$ cat config.mk
export PLATFORM = sky130hd
export DESIGN_NAME = pergen_top
export DESIGN_NICKNAME = d
export VERILOG_FILES = /design/src/design/pergen_pkg.sv /design/src/design/pergen_top.sv /design/src/design/perg_counter.sv
export SDC_FILE = /design/constraint.sdc
export NUM_CORES = 2
export LEC_CHECK = 0
export BUFFER_PORTS_ARGS = -buffer_cell sky130_fd_sc_hd__buf_2
export CORE_ASPECT_RATIO = 2
export CORE_MARGIN = 1
export CORE_UTILIZATION = 57
export CTS_CLUSTER_DIAMETER = 100
export DETAILED_ROUTE_END_ITERATION = 10
export PLACE_DENSITY = 0.8
export SETUP_SLACK_MARGIN = 0.2
export SYNTH_ARGS = -nofsm -noshare
export SYNTH_HDL_FRONTEND = slang
export SYNTH_SLANG_ARGS = --single-unit
$ cat constraint.sdc
create_clock -name sys_clk -period 9.15 [get_ports sys_clk]
set_clock_uncertainty 0.05 [all_clocks]
set_input_delay 1.3725 -clock sys_clk [delete_from_list [all_inputs] [get_ports sys_clk]]
set_output_delay 1.3725 -clock sys_clk [all_outputs]
set_load 0.01 [all_outputs]
$ cat src/design/pergen_pkg.sv
// constants shared by the profiling event record generator
package pergen_pkg;
    localparam logic [7:0] PERG_CODE_DMISS = 8'h04;
    localparam logic [7:0] PERG_CODE_CNH = 8'h05;
    localparam logic [7:0] PERG_CODE_RNH = 8'h06;
    localparam logic [7:0] PERG_CODE_INS = 8'hFF;
    localparam int PERG_DAV_BIT = 28;
    localparam int PERG_SRC_LSB = 29;
    localparam int PERG_CORE_LSB = 8;
    localparam int PERG_IMM_LSB = 16;
    localparam int PERG_HI_LSB = 32;
    localparam int PERG_WORDS = 4;
    localparam logic [4:0] PERG_OFS_W0 = 5'h00;
    localparam logic [4:0] PERG_OFS_STEP = 5'h08;
    localparam logic [31:0] PERG_CNT_RESET = 32'h0000_0000;
    localparam logic [15:0] PERG_RATIO_RESET = 16'h0000;
    typedef enum logic [1:0] {PERG_K_DMISS, PERG_K_CNH, PERG_K_RNH, PERG_K_INS} perg_kind_t;
    typedef enum {PERG_ST_IDLE, PERG_ST_EMIT} perg_state_t;
endpackage

$ cat src/design/pergen_top.sv
// profiling event record generator: counters, record build, word output
`timescale 1ns/1ns
module pergen_top
    import pergen_pkg::*;
#(
    parameter int CNT_W = 32,
    parameter int FRAC_W = 16
) (
    input wire logic sys_clk,
    input wire logic reset_n,
    input wire logic [7:0] core_id,
    input wire logic record_time_value_capture_flag,
    input wire logic [63:0] perf_record_time_value,
    input wire logic [63:0] instr_location,
    input wire logic [CNT_W-1:0] dmiss_interval,
    input wire logic [CNT_W-1:0] cnh_interval,
    input wire logic [CNT_W-1:0] rnh_interval,
    input wire logic counters_load,
    input wire logic [FRAC_W-1:0] ref_ratio,
    input wire logic stop_clock_input,
    input wire logic halt_instr,
    input wire logic dmiss_event,
    input wire logic [63:0] missed_data_location,
    input wire logic data_addr_valid,
    input wire logic [2:0] miss_source_code,
    input wire logic [31:0] miss_latency,
    input wire logic user_record_insert_instr,
    input wire logic [15:0] insert_imm,
    input wire logic [31:0] insert_operand_word,
    input wire logic [63:0] insert_operand_quad,
    input wire logic legacy_mode,
    input wire logic rec_ready,
    output logic rec_valid,
    output logic [4:0] rec_offset,
    output logic [63:0] rec_data,
    output logic rec_last,
    output logic busy
);
    // emitter state and the words of the record in flight
    perg_state_t state_reg;
    logic [63:0] words_reg [PERG_WORDS];
    logic [1:0] word_idx_reg;
    logic [63:0] next_word;
    logic word_taken;

    // counter records waiting for the emitter
    logic [2:0] pend_reg;
    logic dm_uf;
    logic cnh_uf;
    logic rnh_uf;

    // fields of the last miss
    logic [63:0] dm_addr_reg;
    logic dm_dav_reg;
    logic [2:0] dm_src_reg;
    logic [31:0] dm_lat_reg;
    logic [63:0] dm_ip_reg;

    // instruction address seen by the clock records
    logic [63:0] clk_ip_reg;

    // latched insert record
    logic [63:0] ins_w0_reg;
    logic [63:0] ins_w1_reg;
    logic [63:0] ins_w2_reg;
    logic ins_pend_reg;

    // halt tracking; stop pin through two flip-flops
    logic stop_s1_reg;
    logic stop_s2_reg;
    logic running;

    // counter steps in fixed point
    logic [CNT_W+FRAC_W-1:0] one_step;
    logic [CNT_W+FRAC_W-1:0] ref_step;

    // assembled record words
    logic [63:0] stamp_word;
    logic [63:0] dm_w0;
    logic [63:0] dm_w2;
    logic [63:0] q_ext;
    logic [63:0] cnh_w0;
    logic [63:0] rnh_w0;

    // arbitration between pending records
    logic start_emit;
    perg_kind_t pick_kind;
    logic pick_ins;
    logic pick_dm;
    logic pick_cnh;
    logic pick_rnh;
    logic [63:0] sel_w0;
    logic [63:0] sel_w1;
    logic [63:0] sel_w2;

    // header word with code and core id in bytes 0 and 1
    function automatic logic [63:0] header(input logic [7:0] code, input logic [7:0] cid);
        header = {48'h0000_0000_0000, cid, code};
    endfunction

    // stop clock pin is asynchronous; halt instruction is same-clock
    always_ff @(posedge sys_clk) begin
        if (!reset_n) begin
            stop_s1_reg <= 1'b0;
            stop_s2_reg <= 1'b0;
        end else begin
            stop_s1_reg <= stop_clock_input;
            stop_s2_reg <= stop_s1_reg;
        end
    end
    assign running = !stop_s2_reg && !halt_instr;
    // unit step for the miss and core clock counters
    assign one_step = {{(CNT_W-1){1'b0}}, 1'b1, {FRAC_W{1'b0}}};
    // constant-rate reference approximated by a fractional step per running cycle
    assign ref_step = {{CNT_W{1'b0}}, ref_ratio};


    // miss counter, one count per eligible load miss
    perg_counter #(.WIDTH(CNT_W), .FRAC(FRAC_W)) u_dmiss_cnt (
        .sys_clk(sys_clk),
        .reset_n(reset_n),
        .load(counters_load),
        .load_value(dmiss_interval),
        .dec(dmiss_event),
        .dec_amount(one_step),
        .underflow(dm_uf)
    );

    // core clock counter, one count per running cycle
    perg_counter #(.WIDTH(CNT_W), .FRAC(FRAC_W)) u_cnh_cnt (
        .sys_clk(sys_clk),
        .reset_n(reset_n),
        .load(counters_load),
        .load_value(cnh_interval),
        .dec(running),
        .dec_amount(one_step),
        .underflow(cnh_uf)
    );

    // reference counter, fractional step per running cycle
    perg_counter #(.WIDTH(CNT_W), .FRAC(FRAC_W)) u_rnh_cnt (
        .sys_clk(sys_clk),
        .reset_n(reset_n),
        .load(counters_load),
        .load_value(rnh_interval),
        .dec(running),
        .dec_amount(ref_step),
        .underflow(rnh_uf)
    );

    // instruction address of the previous cycle, for the clock records
    always_ff @(posedge sys_clk) begin
        if (!reset_n) begin
            clk_ip_reg <= 64'h0000_0000_0000_0000;
        end else begin
            clk_ip_reg <= instr_location;
        end
    end

    // capture every miss, so the miss record reports the last miss captured before the record starts
    always_ff @(posedge sys_clk) begin
        if (!reset_n) begin
            dm_addr_reg <= 64'h0000_0000_0000_0000;
            dm_dav_reg <= 1'b0;
            dm_src_reg <= 3'h0;
            dm_lat_reg <= 32'h0000_0000;
            dm_ip_reg <= 64'h0000_0000_0000_0000;
        end else if (dmiss_event) begin
            dm_addr_reg <= missed_data_location;
            dm_dav_reg <= data_addr_valid;
            dm_src_reg <= miss_source_code;
            dm_lat_reg <= miss_latency;
            dm_ip_reg <= instr_location;
        end
    end

    // record_time_value word, zero unless capture was asked for
    assign stamp_word = record_time_value_capture_flag ? perf_record_time_value
        : 64'h0000_0000_0000_0000;

    // miss record word 0: code, core id, valid flag, source, latency
    assign dm_w0 = header(PERG_CODE_DMISS, core_id)
        | ({63'h0, dm_dav_reg} << PERG_DAV_BIT)
        | ({61'h0, dm_src_reg} << PERG_SRC_LSB)
        | ({32'h0000_0000, dm_lat_reg} << PERG_HI_LSB);
    // data address word, zero when the address is unavailable
    assign dm_w2 = dm_dav_reg ? dm_addr_reg : 64'h0000_0000_0000_0000;
    // insert operand, upper half cleared in legacy mode
    assign q_ext = legacy_mode ? {32'h0000_0000, insert_operand_quad[31:0]}
        : insert_operand_quad;

    // generic clock records: code and core id only, the rest reserved
    assign cnh_w0 = header(PERG_CODE_CNH, core_id);
    assign rnh_w0 = header(PERG_CODE_RNH, core_id);

    // insert instruction latched so it waits out a busy emitter
    always_ff @(posedge sys_clk) begin
        if (!reset_n) begin
            ins_pend_reg <= 1'b0;
            ins_w0_reg <= 64'h0000_0000_0000_0000;
            ins_w1_reg <= 64'h0000_0000_0000_0000;
            ins_w2_reg <= 64'h0000_0000_0000_0000;
        end else if (user_record_insert_instr && !ins_pend_reg) begin
            ins_pend_reg <= 1'b1;
            ins_w0_reg <= header(PERG_CODE_INS, core_id)
                | ({48'h0, insert_imm} << PERG_IMM_LSB)
                | ({32'h0000_0000, insert_operand_word} << PERG_HI_LSB);
            ins_w1_reg <= instr_location;
            ins_w2_reg <= q_ext;
        end else if (pick_ins) begin
            ins_pend_reg <= 1'b0;
        end
    end

    // an idle emitter starts as soon as any record waits
    assign start_emit = (state_reg == PERG_ST_IDLE) && (ins_pend_reg || (pend_reg != 3'h0));

    // fixed priority: insert, then miss, core clocks, reference clocks
    assign pick_kind = ins_pend_reg ? PERG_K_INS
        : pend_reg[0] ? PERG_K_DMISS
        : pend_reg[1] ? PERG_K_CNH
        : PERG_K_RNH;
    assign pick_ins = start_emit && (pick_kind == PERG_K_INS);
    assign pick_dm = start_emit && (pick_kind == PERG_K_DMISS);
    assign pick_cnh = start_emit && (pick_kind == PERG_K_CNH);
    assign pick_rnh = start_emit && (pick_kind == PERG_K_RNH);

    // pending counter records: bit0 miss, bit1 core clocks, bit2 reference clocks
    always_ff @(posedge sys_clk) begin
        if (!reset_n) begin
            pend_reg <= 3'h0;
        end else begin
            // a new underflow wins over the clear of the same slot
            pend_reg <= (pend_reg & ~{pick_rnh, pick_cnh, pick_dm})
                | {rnh_uf, cnh_uf, dm_uf};
        end
    end

    // word selection for the chosen record
    assign sel_w0 = pick_ins ? ins_w0_reg
        : pick_dm ? dm_w0
        : pick_cnh ? cnh_w0
        : rnh_w0;
    assign sel_w1 = pick_ins ? ins_w1_reg : pick_dm ? dm_ip_reg : clk_ip_reg;
    assign sel_w2 = pick_ins ? ins_w2_reg : pick_dm ? dm_w2
        : 64'h0000_0000_0000_0000;

    // a word leaves when the ring accepts it
    assign word_taken = rec_valid && rec_ready;
    // next word to show once the current one is accepted
    assign next_word = words_reg[word_idx_reg + 2'h1];

    // emitter walks four words out with valid/ready
    always_ff @(posedge sys_clk) begin
        if (!reset_n) begin
            state_reg <= PERG_ST_IDLE;
            word_idx_reg <= 2'h0;
            for (int i = 0; i < PERG_WORDS; i++) begin
                words_reg[i] <= 64'h0000_0000_0000_0000;
            end
        end else begin
            unique case (state_reg)
                // load all four words at the start of a record
                PERG_ST_IDLE: begin
                    if (start_emit) begin
                        words_reg[0] <= sel_w0;
                        words_reg[1] <= sel_w1;
                        words_reg[2] <= sel_w2;
                        words_reg[3] <= stamp_word;
                        word_idx_reg <= 2'h0;
                        state_reg <= PERG_ST_EMIT;
                    end
                end
                // step through the words, back to idle after the last
                PERG_ST_EMIT: begin
                    if (word_taken) begin
                        word_idx_reg <= word_idx_reg + 2'h1;
                        if (rec_last) begin
                            state_reg <= PERG_ST_IDLE;
                        end
                    end
                end
            endcase
        end
    end

    // busy from one cycle after the start decision until one cycle after the emitter is idle again
    always_ff @(posedge sys_clk) begin
        if (!reset_n) begin
            busy <= 1'b0;
        end else begin
            busy <= (state_reg == PERG_ST_EMIT) || start_emit;
        end
    end

    // registered output stage
    always_ff @(posedge sys_clk) begin
        if (!reset_n) begin
            rec_valid <= 1'b0;
            rec_offset <= PERG_OFS_W0;
            rec_data <= 64'h0000_0000_0000_0000;
            rec_last <= 1'b0;
        end else begin
            // first word goes out with the start decision
            if (start_emit) begin
                rec_valid <= 1'b1;
                rec_offset <= PERG_OFS_W0;
                rec_data <= sel_w0;
                rec_last <= 1'b0;
            end else if (word_taken) begin
                if (rec_last) begin
                    rec_valid <= 1'b0;
                    rec_last <= 1'b0;
                end else begin
                    rec_offset <= rec_offset + PERG_OFS_STEP;
                    rec_data <= next_word;
                    rec_last <= (word_idx_reg == 2'h2);
                end
            end
        end
    end
endmodule // pergen_top

$ cat src/design/perg_counter.sv
// signed event counter that flags the step into negative
`timescale 1ns/1ns
module perg_counter #(
    parameter int WIDTH = 32,
    parameter int FRAC = 16
) (
    input wire logic sys_clk,
    input wire logic reset_n,
    input wire logic load,
    input wire logic [WIDTH-1:0] load_value,
    input wire logic dec,
    input wire logic [WIDTH+FRAC-1:0] dec_amount,
    output logic underflow
);
    logic [WIDTH+FRAC-1:0] count_reg;
    logic [WIDTH+FRAC-1:0] count_next;
    logic went_negative;
    // subtract the step; fractional bits let the step be less than one count
    assign count_next = count_reg - dec_amount;
    assign went_negative = dec && !count_reg[WIDTH+FRAC-1] && count_next[WIDTH+FRAC-1];
    always_ff @(posedge sys_clk) begin
        if (!reset_n) begin
            count_reg <= '0;
            underflow <= 1'b0;
        end else begin
            underflow <= went_negative;
            if (load) begin
                count_reg <= {load_value, {FRAC{1'b0}}};
            end else if (dec) begin
                count_reg <= count_next;
            end
        end
    end
endmodule // perg_counter

==> reports/qor.csv <==
stage;metric;value;unit
global_route;met1 Use GR;0.367;
sta;Final WS setup;5.18;ns
route;DRT Pass-1 Iters;6;
die;die width;183;um
setup_path;worst path cell trace;nor2_1 -> a21o_4 -> nand2_4 -> buf_4;
route;violation count after the first detailed-route iteration;2023;
clock_tree;# Post-CTS Setup Buffers;0;
sta;endpoints failing setup;0;
yosys;leading post-synthesis cells by cell area;dfxtp_1 32%, edfxtp_1 20%, mux2i_1 6.3%;
setup_path;Setup crit start kind;flip-flop;
place;DP Worst Slack;4.83;ns
run_status;outcome;finished clean;
power_and_ir_drop;Leakage;0.0173;uW
yosys;synthesized area per cell;10.1;sq um
die;initial core utilization;0.577;
yosys;Yosys warning count;0;
clock_tree;CTS tree;built;
clock_tree;cts hold-fix bufs;0;
yosys;Post-synth top cells;606 x dfxtp_1, 583 x nand2_1, 252 x edfxtp_1;
sta;Worst-Margin Slew;1.34;ns
yosys;top-area cell type share of the netlist area;0.324;
global_route;gr ovfl total;0;
die;I/O pin count;542;
yosys;number of synthesized flops with an enable pin;252;
die;Die Ht;364;um
place;Placer Congestion;1.03;
setup_path;CP Max Fanout;74;
layout;register area;19700;sq um
yosys;Async S/R FF share, synth;0;
sta;fmax;0.252;GHz
die;Die ar.;66800;sq um
layout;Layout fillers;5187;
layout;max FFs per register;252;
global_route;first-pass GRT wire length;166000;um
setup_path;CP max stage delay;0.92;ns
layout;layout net count;4561;
clock_tree;clock buffer depth;3;
clock_tree;Num CTS Buffers;74;
sta;final worst path period need;3.97;ns
sta;Worst Hold Slack;0.395;ns
sta;Hold Fails Final Rpt;0;
worst_hold_path;worst hold path type;reg2reg;
global_route;antenna violations before repair;42;
setup_path;Worst setup EP type;flip-flop;
global_route;largest net degree at the start of global routing;129;
yosys;Post-synth top flop;dfxtp_1;
setup_path;CP required;9.34;ns
route;Routed WL per cell;22.0;um
sta;setup TNS;0;ns
global_route;vias in the first global route;29062;
clock_tree;CTS Root Cell;clkbuf_16;
global_route;met3 Use GR;0.0782;
place;post-DP HPWL;72600;um
yosys;synthesis-stage register bit count;858;
sta;max-slew violation count;0;
setup_path;critical path class;reg2reg;
route;Vias;29673;
clock_tree;clk slew on worst S/H paths;0.07;ns
sta;Period Utilization, post-route;0.434;
clock_tree;cts repair resizes;0;
yosys;most numerous cell in the Yosys netlist;dfxtp_1;
layout;multi-input logic area;16400;sq um
setup_path;CP max stage cell;dfxtp_4;
clock_tree;Sink Count;858;
layout;Area Growth Syn to Fin;15.1;%
yosys;post-synthesis sequential area ratio;0.526;
sta;normalized max-slew margin;0.108;
power_and_ir_drop;worst-case vdd ir drop;0.151;mV
clock_tree;latest clock arrival within the worst-skew pair;0.64;ns
global_route;met2 Usage GRT;0.555;
yosys;post-synthesis cell type count;64;
global_route;Tot GR Track Use;0.326;
route;DRT Wirelength;111000;um
die;Core Area;64900;sq um
flow_run;max-cap viol count;0;
route;DRC violations left;0;
sta;RSZ-0062 raised after global routing;no;
place;IO buf count;538;
yosys;Gate Count Post-Synth;3710;
route;post-route ant nets;0;
yosys;Synth area leader;dfxtp_1;
die;# rows;132;
layout;layout cells sized above 1;0.190;
clock_tree;H-tree depth;3;
setup_path;crit path DAT;4.16;ns
global_route;layer with the highest usage;met2;
yosys;mapped cell area;37400;sq um
power_and_ir_drop;power per cell area;196;nW/um^2
route;vias per cell;5.90;
## layer usage
layer	routed length (um)	part of all wire
met4	6410	0.058
met5	207	0.0019
met3	9060	0.082
met1	40700	0.37
met2	54400	0.49
## path summary, 6_finish.rpt
path                                                  endpoint  depth (start not counted)                                  from  slack, ns
worst max-delay path            words_reg[1][63]$_SDFFCE_PN0P_                          4             ins_pend_reg$_SDFFE_PN0P_       5.18
worst min-delay path            u_rnh_cnt.underflow$_SDFF_PN0_                          1  u_rnh_cnt.count_reg[47]$_SDFFE_PN0P_       0.40
worst max register to register  words_reg[1][63]$_SDFFCE_PN0P_                          4             ins_pend_reg$_SDFFE_PN0P_       5.18
worst min register to register  u_rnh_cnt.underflow$_SDFF_PN0_                          1  u_rnh_cnt.count_reg[47]$_SDFFE_PN0P_       0.40
## critical path: cells and delay by family (launching register included)
family / cells / cell delay, ns
buffers and inverters: 1 / 0.87
DFF: 1 / 0.92
and+or+nand+nor: 2 / 1.01
AOI/OAI and AO/OA: 1 / 0.54
## cells by family (layout without fill, tap and decap cells)
kind of cell	Yosys count	in the layout	share of synthesized area
AND/OR/NAND/NOR	1411	1411	0.186
other	1	28	0.000100
AO/OA/AOI/OAI	666	666	0.125
flip-flops	858	858	0.526
XOR/XNOR	68	68	0.0159
multiplexers	301	301	0.102
adder cells (fa/ha/maj)	20	20	0.00688
buffers and inverters	385	806	0.0389
## cell type report
| class | count | area share |
|---|---|---|
| Clock inverter | 32 | 0.00877 |
| Clock buffer | 106 | 0.0490 |
| Tap cell | 871 | 0.0253 |
| Antenna cell | 25 | 0.00145 |
| Multi-Input combinational cell | 2469 | 0.381 |
| Inverter | 95 | 0.00828 |
| Timing Repair Buffer | 573 | 0.0691 |
| Sequential cell | 858 | 0.457 |
## placed cells by master, fill, tap and decap left out, types with 25 or more instances in the layout
master and n:
a22oi_1 99, buf_4 35, nand3b_1 35, and3_1 124, o21ai_0 119, mux4_2 64
edfxtp_1 252, clkbuf_16 75, mux2i_1 237, a221oi_1 64, inv_1 94, nor2b_1 179
buf_2 536, nand3_1 78, and2_1 93, nand2_1 581, xnor2_1 53, diode_2 25
a21boi_0 193, a21oi_1 75, nor2_1 171, dfxtp_1 604
## through the flow
step	std cells	utilization	area [sq um]	power [uW]
6_report	5029	0.664	43100	8460
5_1_grt	5013	0.663	43000	8740
3_3_place_gp	4866	0.624	40500	5250
3_5_place_dp	4866	0.624	40500	5280
2_1_floorplan	3712	-	37400	4920
4_1_cts	5004	0.663	43000	8490
## power breakdown
part | switching (uW) | leakage [uW] | total, uW | internal [uW]
logic | 544 | 0.00846 | 916 | 372
registers | 141 | 0.00766 | 4300 | 4160
clock network | 1460 | 0.00121 | 3240 | 1780
No activity file was read; power rests on OpenSTA's default activity.
